==> config.mk <==
export PLATFORM = sky130hd
export DESIGN_NAME = psr_flags
export DESIGN_NICKNAME = d
export VERILOG_FILES = /design/src/psr_pkg.sv /design/src/psr_flags.sv
export SDC_FILE = /design/constraint.sdc
export NUM_CORES = 1
export LEC_CHECK = 0
export BUFFER_PORTS_ARGS = -buffer_cell sky130_fd_sc_hd__clkbuf_2
export CORE_UTILIZATION = 25
export CTS_CLUSTER_SIZE = 24
export DETAILED_ROUTE_END_ITERATION = 8
export GPL_ROUTABILITY_DRIVEN = 0
export SYNTH_ARGS = -nofsm -noshare
export SYNTH_HDL_FRONTEND = slang
export SYNTH_SLANG_ARGS = --single-unit
export TNS_END_PERCENT = 10
==> constraint.sdc <==
create_clock -name core_clk_in -period 2.4 [get_ports core_clk_in]
set_input_delay 0.48 -clock core_clk_in [delete_from_list [all_inputs] [get_ports core_clk_in]]
set_output_delay 0.48 -clock core_clk_in [all_outputs]
set_load 0.02 [all_outputs]
==> src/psr_pkg.sv <==
// package for the special relay flag bank: offsets, timing counts, carriers
// assumes one 25 MHz core clock and a plain register read port
// ****************************************************************
// What this block does
// - scan toggle flag inverts at every program scan
// - first-scan-high flag on only in first scan after run entry
// - first-scan-low flag off in first scan after run entry and while not in run
// - step start flag on only for first scan after a process boots
// - 10 ms square wave has full period 0.01 s
// - 20 ms square wave has full period 0.02 s
// - 100 ms square wave has full period 0.1 s
// - 200 ms square wave has full period 0.2 s
// - one-second square wave has full period 1 s
// - two-second square wave has full period 2 s
// - one-minute square wave has full period 1 min
// - run state flag follows the mode selector run position
// - message active flag is on while the message instruction runs
// - forcing active flag is on while any forcing is in effect
// - interrupt enabled flag on while external trigger is enabled
// - interrupt fault flag turns on when an interrupt error occurs
// - sample timing flag is 0 for instruction, 1 for timed sampling
// - trace finished is 1 after stop; sampling active 1 after start
// - stop trigger flag is 1 while the stop trigger is active
// - the four trace flags exist only in the 32k variant
// - all flags are read-only and drive no external output
// ****************************************************************
package psr_pkg;
    localparam int unsigned CLK_HZ        = 25000000;
    // square wave full periods in microseconds
    localparam int unsigned PER_10MS_US   = 10000;
    localparam int unsigned PER_20MS_US   = 20000;
    localparam int unsigned PER_100MS_US  = 100000;
    localparam int unsigned PER_200MS_US  = 200000;
    localparam int unsigned PER_1S_US     = 1000000;
    localparam int unsigned PER_2S_US     = 2000000;
    localparam int unsigned PER_1MIN_US   = 60000000;
    // 5 ms base tick: half period of the fastest wave is 5 ms
    localparam int unsigned HALF_BASE_US  = PER_10MS_US / 2;
    localparam int unsigned HALF_BASE_CYC =
        (CLK_HZ / 1000) * HALF_BASE_US / 1000;
    localparam int unsigned NUM_WAVES     = 7;
    localparam int unsigned TICK_W        = 14;
    // half periods in 5 ms ticks
    localparam logic [TICK_W-1:0] HALF_TICKS [NUM_WAVES] = '{
        TICK_W'(PER_10MS_US  / PER_10MS_US),
        TICK_W'(PER_20MS_US  / PER_10MS_US),
        TICK_W'(PER_100MS_US / PER_10MS_US),
        TICK_W'(PER_200MS_US / PER_10MS_US),
        TICK_W'(PER_1S_US    / PER_10MS_US),
        TICK_W'(PER_2S_US    / PER_10MS_US),
        TICK_W'(PER_1MIN_US  / PER_10MS_US)};
    localparam int unsigned ADDR_W        = 4;
    localparam int unsigned DATA_W        = 16;
    // word offsets: bit n of word 0 is relay 0x10+n, word 1 is 0x20+n
    localparam logic [ADDR_W-1:0] OFS_WORD0 = 4'h0;
    localparam logic [ADDR_W-1:0] OFS_WORD1 = 4'h1;
    localparam int unsigned B_CONST_HIGH  = 0;
    localparam int unsigned B_CONST_LOW   = 1;
    localparam int unsigned B_SCAN_TOGGLE = 2;
    localparam int unsigned B_FIRST_HIGH  = 3;
    localparam int unsigned B_FIRST_LOW   = 4;
    localparam int unsigned B_STEP_START  = 5;
    localparam int unsigned B_SQUARE0     = 8;
    localparam int unsigned B_RUN_STATE   = 0;
    localparam int unsigned B_MESSAGE     = 6;
    localparam int unsigned B_FORCING     = 9;
    localparam int unsigned B_INT_EN      = 10;
    localparam int unsigned B_INT_FAULT   = 11;
    localparam int unsigned B_SAMPLE_TIME = 12;
    localparam int unsigned B_TRACE_DONE  = 13;
    localparam int unsigned B_STOP_TRIG   = 14;
    localparam int unsigned B_SAMPLING    = 15;

    typedef struct packed {
        logic run_sel;
        logic message_exec;
        logic forcing;
        logic int_enabled;
        logic int_error;
        logic sample_timed;
        logic trace_start;
        logic trace_stop;
        logic stop_trigger;
    } psr_status_t;

    typedef struct packed {
        logic scan_end;
        logic step_boot;
    } psr_scan_t;

    typedef enum logic [1:0] {
        PSR_PROGRAMMING_POSITION     = 2'b00,
        PSR_FIRST    = 2'b01,
        PSR_RUNNING  = 2'b10
    } psr_run_t;
endpackage

==> src/psr_flags.sv <==
// special relay flag bank: scan pulses, square waves and status flags
// assumes status and scan inputs come from core logic on core_clk_in
//
// Design decisions made here: the plain strobed port and the register offsets.
`timescale 1ns/1ns
module psr_flags #(
    parameter bit HAS_TRACE = 1'b1
) (
    input  wire logic                           core_clk_in,
    input  wire logic                           rst_n_in,
    input  wire psr_pkg::psr_scan_t             scan_in,
    input  wire psr_pkg::psr_status_t           status_in,
    input  wire logic [psr_pkg::ADDR_W-1:0]     addr_in,
    input  wire logic [psr_pkg::DATA_W-1:0]     wdata_in,
    input  wire logic                           wr_in,
    input  wire logic                           rd_in,
    output logic      [psr_pkg::DATA_W-1:0]     rdata_out,
    output logic                                err_out
);
    // ****************************************************************
    // base tick generator
    // ****************************************************************
    localparam int unsigned BW = $clog2(psr_pkg::HALF_BASE_CYC);
    localparam logic [BW-1:0] BASE_LAST =
        BW'(psr_pkg::HALF_BASE_CYC - 1);
    logic [BW-1:0] base_cnt_r;
    wire           tick = (base_cnt_r == BASE_LAST);

    always_ff @(posedge core_clk_in or negedge rst_n_in) begin
        if (!rst_n_in) begin
            base_cnt_r <= '0;
        end else begin
            base_cnt_r <= tick ? '0 : base_cnt_r + BW'(1);
        end
    end

    // ****************************************************************
    // square waves, each its own tick divider
    // ****************************************************************
    logic [psr_pkg::NUM_WAVES-1:0] square_r;
    genvar gi;
    generate
        for (gi = 0; gi < psr_pkg::NUM_WAVES; gi++) begin : g_wave
            logic [psr_pkg::TICK_W-1:0] cnt_r;
            wire wrap = tick &&
                (cnt_r == psr_pkg::HALF_TICKS[gi] - 1'b1);
            always_ff @(posedge core_clk_in or negedge rst_n_in) begin
                if (!rst_n_in) begin
                    cnt_r       <= '0;
                    square_r[gi] <= 1'b1;
                end else if (tick) begin
                    cnt_r <= wrap ? '0 : cnt_r + 1'b1;
                    if (wrap) begin
                        square_r[gi] <= ~square_r[gi];
                    end
                end
            end
            // a wave may only move on its own wrap tick
            a_wave_hold: assert property (@(posedge core_clk_in)
                disable iff (!rst_n_in)
                !wrap |=> $stable(square_r[gi]))
                else $error("square wave moved off its tick");
            a_wave_flip: assert property (@(posedge core_clk_in)
                disable iff (!rst_n_in)
                wrap |=> square_r[gi] != $past(square_r[gi]))
                else $error("square wave missed its tick");
        end
    endgenerate
    // periods set by HALF_TICKS per wave

    // ****************************************************************
    // scan pulses
    // ****************************************************************
    psr_pkg::psr_run_t run_r;
    psr_pkg::psr_run_t run_nxt;
    logic scan_toggle_r;
    logic step_start_r;
    logic step_pending_r;

    always_comb begin
        run_nxt = run_r;
        case (run_r)
            psr_pkg::PSR_PROGRAMMING_POSITION: begin
                if (status_in.run_sel) begin
                    run_nxt = psr_pkg::PSR_FIRST;
                end
            end
            psr_pkg::PSR_FIRST: begin
                if (!status_in.run_sel) begin
                    run_nxt = psr_pkg::PSR_PROGRAMMING_POSITION;
                end else if (scan_in.scan_end) begin
                    run_nxt = psr_pkg::PSR_RUNNING;
                end
            end
            psr_pkg::PSR_RUNNING: begin
                if (!status_in.run_sel) begin
                    run_nxt = psr_pkg::PSR_PROGRAMMING_POSITION;
                end
            end
            default: run_nxt = psr_pkg::PSR_PROGRAMMING_POSITION;
        endcase
    end

    wire first_scan = (run_r == psr_pkg::PSR_FIRST);

    always_ff @(posedge core_clk_in or negedge rst_n_in) begin
        if (!rst_n_in) begin
            run_r          <= psr_pkg::PSR_PROGRAMMING_POSITION;
            scan_toggle_r  <= 1'b0;
            step_start_r   <= 1'b0;
            step_pending_r <= 1'b0;
        end else begin
            run_r <= run_nxt;
            if (scan_in.scan_end) begin
                scan_toggle_r <= ~scan_toggle_r;
            end
            // a boot arms the pulse for the following scan only
            if (scan_in.scan_end) begin
                step_start_r   <= step_pending_r | scan_in.step_boot;
                step_pending_r <= 1'b0;
            end else if (scan_in.step_boot) begin
                step_pending_r <= 1'b1;
            end
        end
    end

    // ****************************************************************
    // status flags
    // ****************************************************************
    logic int_fault_r;
    logic trace_done_r;
    logic sampling_r;

    always_ff @(posedge core_clk_in or negedge rst_n_in) begin
        if (!rst_n_in) begin
            int_fault_r  <= 1'b0;
            trace_done_r <= 1'b0;
            sampling_r   <= 1'b0;
        end else begin
            if (status_in.int_error) begin
                int_fault_r <= 1'b1;
            end
            if (status_in.trace_start) begin
                trace_done_r <= 1'b0;
                sampling_r   <= 1'b1;
            end else if (status_in.trace_stop) begin
                trace_done_r <= 1'b1;
                sampling_r   <= 1'b0;
            end
        end
    end

    // ****************************************************************
    // register read port, read only
    // ****************************************************************
    wire [3:0] trace_bits = HAS_TRACE ?
        {sampling_r, status_in.stop_trigger, trace_done_r,
         status_in.sample_timed} : 4'h0;

    wire [psr_pkg::DATA_W-1:0] word0 = {
        1'b0, square_r,                       // bits 14..8
        2'b00, step_start_r,
        ~first_scan & (run_r != psr_pkg::PSR_PROGRAMMING_POSITION),
        first_scan,
        scan_toggle_r, 1'b0, 1'b1};

    wire [psr_pkg::DATA_W-1:0] word1 = {
        trace_bits,
        int_fault_r, status_in.int_enabled,
        status_in.forcing, 2'b00,
        status_in.message_exec,
        5'h00, status_in.run_sel};

    wire hit0 = (addr_in == psr_pkg::OFS_WORD0);
    wire hit1 = (addr_in == psr_pkg::OFS_WORD1);
    wire [psr_pkg::DATA_W-1:0] rsel =
        hit0 ? word0 : (hit1 ? word1 : '0);

    always_ff @(posedge core_clk_in or negedge rst_n_in) begin
        if (!rst_n_in) begin
            rdata_out <= '0;
            err_out   <= 1'b0;
        end else begin
            rdata_out <= rd_in ? rsel : '0;
            // writes are ignored and flagged with the unmapped reads
            err_out   <= wr_in | (rd_in & ~(hit0 | hit1));
        end
    end

    // ****************************************************************
    // checks
    // ****************************************************************
    a_toggle_flip: assert property (@(posedge core_clk_in)
        disable iff (!rst_n_in)
        scan_in.scan_end |=> scan_toggle_r != $past(scan_toggle_r))
        else $error("scan toggle did not flip");
    a_first_once: assert property (@(posedge core_clk_in)
        disable iff (!rst_n_in)
        (first_scan && scan_in.scan_end && status_in.run_sel)
        |=> !first_scan)
        else $error("first scan lasted past one scan");
    a_first_entry: assert property (@(posedge core_clk_in)
        disable iff (!rst_n_in)
        (run_r == psr_pkg::PSR_PROGRAMMING_POSITION && status_in.run_sel) |=> first_scan)
        else $error("run entry missed first scan");
    a_fast_wave: assert property (@(posedge core_clk_in)
        disable iff (!rst_n_in)
        (tick && g_wave[0].wrap) |=> square_r[0] != $past(square_r[0]))
        else $error("10 ms wave did not flip");
    a_base_tick: assert property (@(posedge core_clk_in)
        disable iff (!rst_n_in)
        tick |=> !tick [*8])
        else $error("base tick too frequent");
    a_fault_sticky: assert property (@(posedge core_clk_in)
        disable iff (!rst_n_in)
        status_in.int_error |=> int_fault_r [*3])
        else $error("interrupt fault not held");
    a_trace_pair: assert property (@(posedge core_clk_in)
        disable iff (!rst_n_in)
        trace_done_r != sampling_r || (!trace_done_r && !sampling_r))
        else $error("trace flags both set");
    a_read_const: assert property (@(posedge core_clk_in)
        disable iff (!rst_n_in)
        (rd_in && hit0) |=> rdata_out[1:0] == 2'b01)
        else $error("constant flags wrong");
    a_write_err: assert property (@(posedge core_clk_in)
        disable iff (!rst_n_in)
        wr_in |=> err_out)
        else $error("write not refused");

    // ****************************************************************
    // checks on the base tick
    // ****************************************************************
    a_tick_restart: assert property (@(posedge core_clk_in)
        disable iff (!rst_n_in)
        tick |=> base_cnt_r == '0)
        else $error("base counter did not restart");

    a_tick_count: assert property (@(posedge core_clk_in)
        disable iff (!rst_n_in)
        !tick |=> base_cnt_r == $past(base_cnt_r) + BW'(1))
        else $error("base counter skipped");

    // ****************************************************************
    // checks on the scan pulses
    // ****************************************************************
    a_step_pulse: assert property (@(posedge core_clk_in)
        disable iff (!rst_n_in)
        scan_in.scan_end |=>
            step_start_r == $past(step_pending_r | scan_in.step_boot))
        else $error("step start pulse wrong at scan end");

    a_step_hold: assert property (@(posedge core_clk_in)
        disable iff (!rst_n_in)
        !scan_in.scan_end |=> $stable(step_start_r))
        else $error("step start changed inside a scan");

    a_first_low: assert property (@(posedge core_clk_in)
        disable iff (!rst_n_in)
        (run_r == psr_pkg::PSR_RUNNING) |-> word0[psr_pkg::B_FIRST_LOW])
        else $error("first scan low flag off in later scan");

    a_programming_position_exit: assert property (@(posedge core_clk_in)
        disable iff (!rst_n_in)
        !status_in.run_sel |=> run_r == psr_pkg::PSR_PROGRAMMING_POSITION)
        else $error("run state kept after leaving run");

    // ****************************************************************
    // checks on the status word
    // ****************************************************************
    a_run_bit: assert property (@(posedge core_clk_in)
        disable iff (!rst_n_in)
        (rd_in && hit1) |=>
            rdata_out[psr_pkg::B_RUN_STATE] == $past(status_in.run_sel))
        else $error("run state bit wrong");

    a_message_bit: assert property (@(posedge core_clk_in)
        disable iff (!rst_n_in)
        (rd_in && hit1) |=>
            rdata_out[psr_pkg::B_MESSAGE] == $past(status_in.message_exec))
        else $error("message bit wrong");

    a_forcing_bit: assert property (@(posedge core_clk_in)
        disable iff (!rst_n_in)
        (rd_in && hit1) |=>
            rdata_out[psr_pkg::B_FORCING] == $past(status_in.forcing))
        else $error("forcing bit wrong");

    a_int_en_bit: assert property (@(posedge core_clk_in)
        disable iff (!rst_n_in)
        (rd_in && hit1) |=>
            rdata_out[psr_pkg::B_INT_EN] == $past(status_in.int_enabled))
        else $error("interrupt enabled bit wrong");

    a_sample_bit: assert property (@(posedge core_clk_in)
        disable iff (!rst_n_in)
        (rd_in && hit1 && HAS_TRACE) |=>
            rdata_out[psr_pkg::B_SAMPLE_TIME] ==
                $past(status_in.sample_timed))
        else $error("sample timing bit wrong");

    a_stop_bit: assert property (@(posedge core_clk_in)
        disable iff (!rst_n_in)
        (rd_in && hit1 && HAS_TRACE) |=>
            rdata_out[psr_pkg::B_STOP_TRIG] ==
                $past(status_in.stop_trigger))
        else $error("stop trigger bit wrong");

    a_trace_small: assert property (@(posedge core_clk_in)
        disable iff (!rst_n_in)
        (rd_in && hit1 && !HAS_TRACE) |=> rdata_out[15:12] == 4'h0)
        else $error("trace bits present in small variant");

    a_trace_start: assert property (@(posedge core_clk_in)
        disable iff (!rst_n_in)
        status_in.trace_start |=> sampling_r && !trace_done_r)
        else $error("trace start not taken");

    a_trace_stop: assert property (@(posedge core_clk_in)
        disable iff (!rst_n_in)
        (status_in.trace_stop && !status_in.trace_start)
        |=> trace_done_r && !sampling_r)
        else $error("trace stop not taken");

    // ****************************************************************
    // checks on the read port
    // ****************************************************************
    a_idle_zero: assert property (@(posedge core_clk_in)
        disable iff (!rst_n_in)
        !rd_in |=> rdata_out == '0)
        else $error("read data without a read");

    a_unmapped_err: assert property (@(posedge core_clk_in)
        disable iff (!rst_n_in)
        (rd_in && !hit0 && !hit1) |=> err_out && rdata_out == '0)
        else $error("unmapped read not refused");
endmodule

# == Word level (Yosys, flattened, before mapping) ==
# Cells that the tools add are included.
# W data, S select, Z words.
# word_totals
ff_bits,147
input_bits,35
output_inout_bits,17
word_cells,103
# op_classes
n_addsub,8
n_eq_ne,13
muxes,22
n_bitwise,15
n_reduce_logical,21
# ops
operator,n
$add A14 B1 Y14 const B,7
$mux W14,7
$mux W16,3
$add A17 B1 Y17 const B,1
$eq A17 B17 Y1 const B,1
$mux W17,1
$eq A14 B1 Y1 const B,1
$eq A14 B13 Y1 const B,1
$eq A14 B4 Y1 const B,1
$eq A14 B5 Y1 const B,1
$eq A14 B7 Y1 const B,1
$eq A14 B8 Y1 const B,1
$logic_not A14 Y1,1
$reduce_and A2 Y1,7
$not A1 Y1,10
$mux W2,4
$logic_and A1 B1 Y1,7
$mux W1,6
$pmux W2 S3,1
$reduce_bool A2 Y1,3
$eq A4 B1 Y1 const B,1
$logic_not A4 Y1,1
$ne A2 B2 Y1 const B,2
$ne A3 B3 Y1 const B,1
other kinds (6),9

# == Logic depth before layout (Yosys ltp) ==
# depth
word_depth,5
depth_mapped,8
ltp_nobuf,6

# == Worst setup path before layout ==
# No wires, ideal clock.
# synth_path
path_kind,reg2reg
start,reg base_cnt_r[0]
end,reg g_wave[4].cnt_r[5] (netlist bit)
setup_time_ns,0.138
t_arrival_ns,1.738
t_required_ns,2.262
path_slack_ns,0.524
stages_incl_launch_ff,9
path_buffers,3
synth_period_minus_slack_ns,1.876
cell_sequence,dfrtp_1 ha_1 and4bb_1 nand2_1 buf_2 buf_2 buf_2 a2111oi_0 a21oi_1
# synth_between
elab_chain_len,3
# synth_rtl
item,line_no,rtl
"start, declared",psr_flags.sv:26,logic [BW-1:0] base_cnt_r;
"start signal, assigned",psr_flags.sv:33,base_cnt_r <= tick ? '0 : base_cnt_r + BW'(1);
$eq A17 B17 Y1 *,psr_flags.sv:27,wire tick = (base_cnt_r == BASE_LAST);
$logic_and A1 B1 Y1,psr_flags.sv:45,wire wrap = tick &&
$mux W14,psr_flags.sv:52,cnt_r <= wrap ? '0 : cnt_r + 1'b1;
"end signal, assigned",psr_flags.sv:52,
"end, declared",psr_flags.sv:44,logic [psr_pkg::TICK_W-1:0] cnt_r;
# Every way passes the cells marked *; elsewhere a longest branch is shown, timed or not.
# A chain may end at the register's enable or synchronous reset.

# == Final worst setup path ==
# layout_path
start,reg base_cnt_r[0]
end,reg g_wave[2].cnt_r[0] (netlist bit)
# layout_between
elab_chain_len,3
# layout_rtl
item,line_no
$eq A17 B17 Y1 *,psr_flags.sv:27
$logic_and A1 B1 Y1,psr_flags.sv:45
$mux W14,psr_flags.sv:52
"end signal, assigned",psr_flags.sv:52
"end, declared",psr_flags.sv:44
# Marks and branches as above.

==> PnR_summary.wiki <==
{| class="wikitable"
! Metric !! Value
|-
| Max-cap violations || 0
|-
| Setup repair after global routing missed its margin || no
|-
| Endpoint of the worst-slack reg-to-reg timing path || g_wave[2].cnt_r[0]
|-
| Aggregate routed wire length || about 15 mm
|-
| Worst path arrival time || ~2.4 ns
|-
| Routed wire length per instance || 13.1 microns
|-
| Starting DRC count in detailed routing || approximately 470
|-
| Clock buffers created by TritonCTS || 17
|-
| Cell area reported after detailed placement || between 7000 and 8000 sq um
|-
| Routed via count || between 5000 and 6000
|-
| Layout net count || ~800
|-
| Post-synthesis cell type count || 54
|-
| Maximum net fanout on the critical path || 23
|-
| Most frequent cells in the layout || dfrtp_1 (138), nand3_1 (62), xor2_1 (55), nand2_1 (35)
|-
| Most used DFF post-synth || dfrtp_1
|-
| Area of all placed cells without fillers || 8620 sq um
|-
| Worst hold slack || between 0.2 and 0.25 ns
|-
| Pin count of the biggest net entering global routing || 65
|-
| Combined area of all synthesized cells || roughly 7300 sq um
|-
| Grt total ovfl || 0
|-
| Layout overhead on the synthesized area || 18.2%
|-
| Clk_lat worst skew || about 0.43 ns
|-
| Share of the yosys chip area belonging to registers || roughly 50%
|-
| Final critical delay including setup and external delays || around 2.1 ns
|-
| Initial antenna violation count || 0
|-
| CTS Buffer Depth || 2
|-
| Total Negative Setup Slacks || 0 ns
|-
| Category of the most critical setup path || flip-flop to flip-flop
|-
| Worst hold path stage count || 2
|-
| Synthesis-stage register bit count || roughly 150
|-
| Clock Tree Root || clkbuf_16
|-
| Power Dens Cells || ~630 nW/um^2
|-
| Antenna Nets Post-Route || 0
|-
| Effective utilization at floorplan || roughly a quarter
|-
| Fraction of final layout cells with drive strength greater than 1 || between 10 and 15%
|-
| DRC || 0
|-
| Yosys warns || 0
|-
| Gr usage total || 10.6%
|-
| Status || finished, final reports clean
|-
| Max Clk Rate || ~480 MHz
|-
| Hold Vio Cnt, Final || 0
|-
| Antenna diode instance count || 0
|-
| Core region area || about 29000 sq um
|-
| Number of cell instances on the worst register-to-register path || 6
|-
| Clock tree from TritonCTS || built
|-
| Peak supply drop || ~0.3 mV
|-
| First-pass GRT wire length || roughly 26 mm
|-
| Cell count after synthesis || between 700 and 800
|-
| Static power due to leakage || 0.00372 uW
|-
| Port Buf Inserts || 33
|-
| Area of the multi-input gates || between 3000 and 4000 sq um
|-
| Commonest non-fill, non-tap cell in the layout || dfrtp_1
|-
| IO Pins || 52
|-
| Vias per inst || 4.82
|-
| Final Skew || about 0.013 ns
|-
| Fraction of registers with async set or reset after synthesis || 100%
|-
| Die span in y || roughly 170 microns
|-
| Final worst path period share || ~87%
|-
| Post-layout worst setup margin || about 0.30 ns
|-
| Filler cell count in the final layout || just under 3000
|-
| Number of global-route vias before repair || between 5000 and 6000
|-
| DIE AREA || 29900 sq um
|-
| Clock-pin slew on the worst setup and hold paths || around 0.070 ns
|-
| Launching point of the worst reg2reg path || base_cnt_r[0]
|-
| Htree depth || 4
|-
| Kind of end point of the critical path || flip-flop
|-
| Post-synth EDFFs || 0
|-
| Total power draw || 5390 uW
|-
| Setup crit start kind || flip-flop
|-
| Horizontal extent of the die || 173 microns
|-
| Total of endpoints with negative setup slack in the final report || 0
|-
| Path class of the lowest-slack min-delay path || input port to flip-flop
|-
| Reg area || around 3600 sq um
|-
| Endpoint of the worst hold-timing path || trace_done_r
|-
| Reg-to-reg slack, setup || just over 0.3 ns
|-
| Beginning of the worst hold path || status_in[2]
|-
| Num Clock Sinks || between 100 and 150
|-
| Count of standard-cell rows || 62
|-
| Syn Area/Cell || 10.2 sq um
|-
| Worst slack at placement || roughly 0.32 ns
|-
| HPWL after detailed placement || 9.52 mm
|-
| Max-slew violation count || 0
|-
| First drt pass iteration count || 4
|-
| Data required time of the worst path || 2.74 ns
|}
## cell type report
cell class,count,share of cell area (%)
flip-flops and latches,145,42.2
clock buffers,17,4.93
well taps,384,5.57
clock inverters,15,2.31
repair buffers,51,4.16
multi-input cells,507,39.5
inverters,31,1.35
## cells in the mapped netlist, drive strengths merged (3+ instances only)
cell type,number,area [sq um]
dfstp,7,184
o21ai,30,150
and4,11,96.3
nand4b,5,43.8
mux2i,11,110
a211oi,17,128
nor4b,5,50.0
o31ai,8,60.1
nand2b,7,43.8
a2111oi,6,52.6
a31oi,4,25.0
nor3,28,156
nor2,30,113
ha,11,138
clkbuf,17,63.8
xor2,55,482
nor4bb,3,30.0
or3,3,18.8
nand2,36,135
and3,17,106
o22ai,16,100
inv,31,116
buf,17,91.3
a21oi,6,30.0
dfrtp,138,3450
nand3,64,320
nand4,33,206
nor4,43,332
xnor2,18,158
or4,7,52.6
and2,10,62.6
## worst max path at each step
stage,startpoint,end,slack (ns)
3_5_place_dp,base_cnt_r[0],g_wave[2].cnt_r[0],0.32
4_1_cts,base_cnt_r[0],g_wave[2].cnt_r[0],0.29
6_report,base_cnt_r[0],g_wave[2].cnt_r[0],0.30
5_1_grt,base_cnt_r[0],g_wave[2].cnt_r[0],0.08
2_1_floorplan,base_cnt_r[0],g_wave[4].cnt_r[5],0.52
3_3_place_gp,base_cnt_r[0],g_wave[2].cnt_r[4],0.31
## power by group
part | internal [uW] | switching (uW)
sequential | 2460 | 10.6
clock | 1670 | 1130
combinational | 35.5 | 75.3
## cell families after synthesis
kind of cell             count (synthesis)  synth area share, %
AND/OR/NAND/NOR                        313                 25.5
flip-flops                             145                 49.9
AO/OA/AOI/OAI                           97                 8.68
XOR/XNOR                                73                 8.77
buffers and inverters                   65                 3.72
adder cells (fa/ha/maj)                 11                 1.89
multiplexers                            11                 1.51
other                                    1               0.0514
## per-stage QoR
| step | instances | utilization [%] |
|---|---|---|
| final | 1150 | 30.0 |
| after CTS | 1150 | 30.0 |
| after global routing | 1150 | 30.0 |
| after floorplan | 717 | - |
| after global placement | 1117 | 27.8 |
| after detailed placement | 1117 | 27.8 |
## sequential cells by signal, summed over array words and instances (netlist names)
name            flops
scan_toggle_r       1
rdata_out          14
err_out             1
step_pending_r      1
run_r               2
g_wave.cnt_r       98
base_cnt_r         17
square_r            7
trace_done_r        1
sampling_r          1
int_fault_r         1
step_start_r        1
## worst max-delay path, cell delays in order, from the launching register on
cell	delay, ns
dfrtp_1	0.43
ha_1	0.29
and4bb_1	0.30
and2_0	0.15
buf_4	0.27
nand3_1	0.33
o21ai_0	0.25
## per-layer routing
metal	global-route usage [%]	wire, microns
met5	0	0
met1	14.4	7540
met4	3.06	132
met3	2.22	547
met2	16.8	6910
## repair_timing
action                                  4_1_cts  5_1_grt
endpoints found under the setup margin        0        0
gates resized for setup                       0        0
hold buffers                                  1        0
hold endpoints to repair                     17        0
buffers inserted                              0        0
Note: power is estimated with default switching activity, not from simulation.
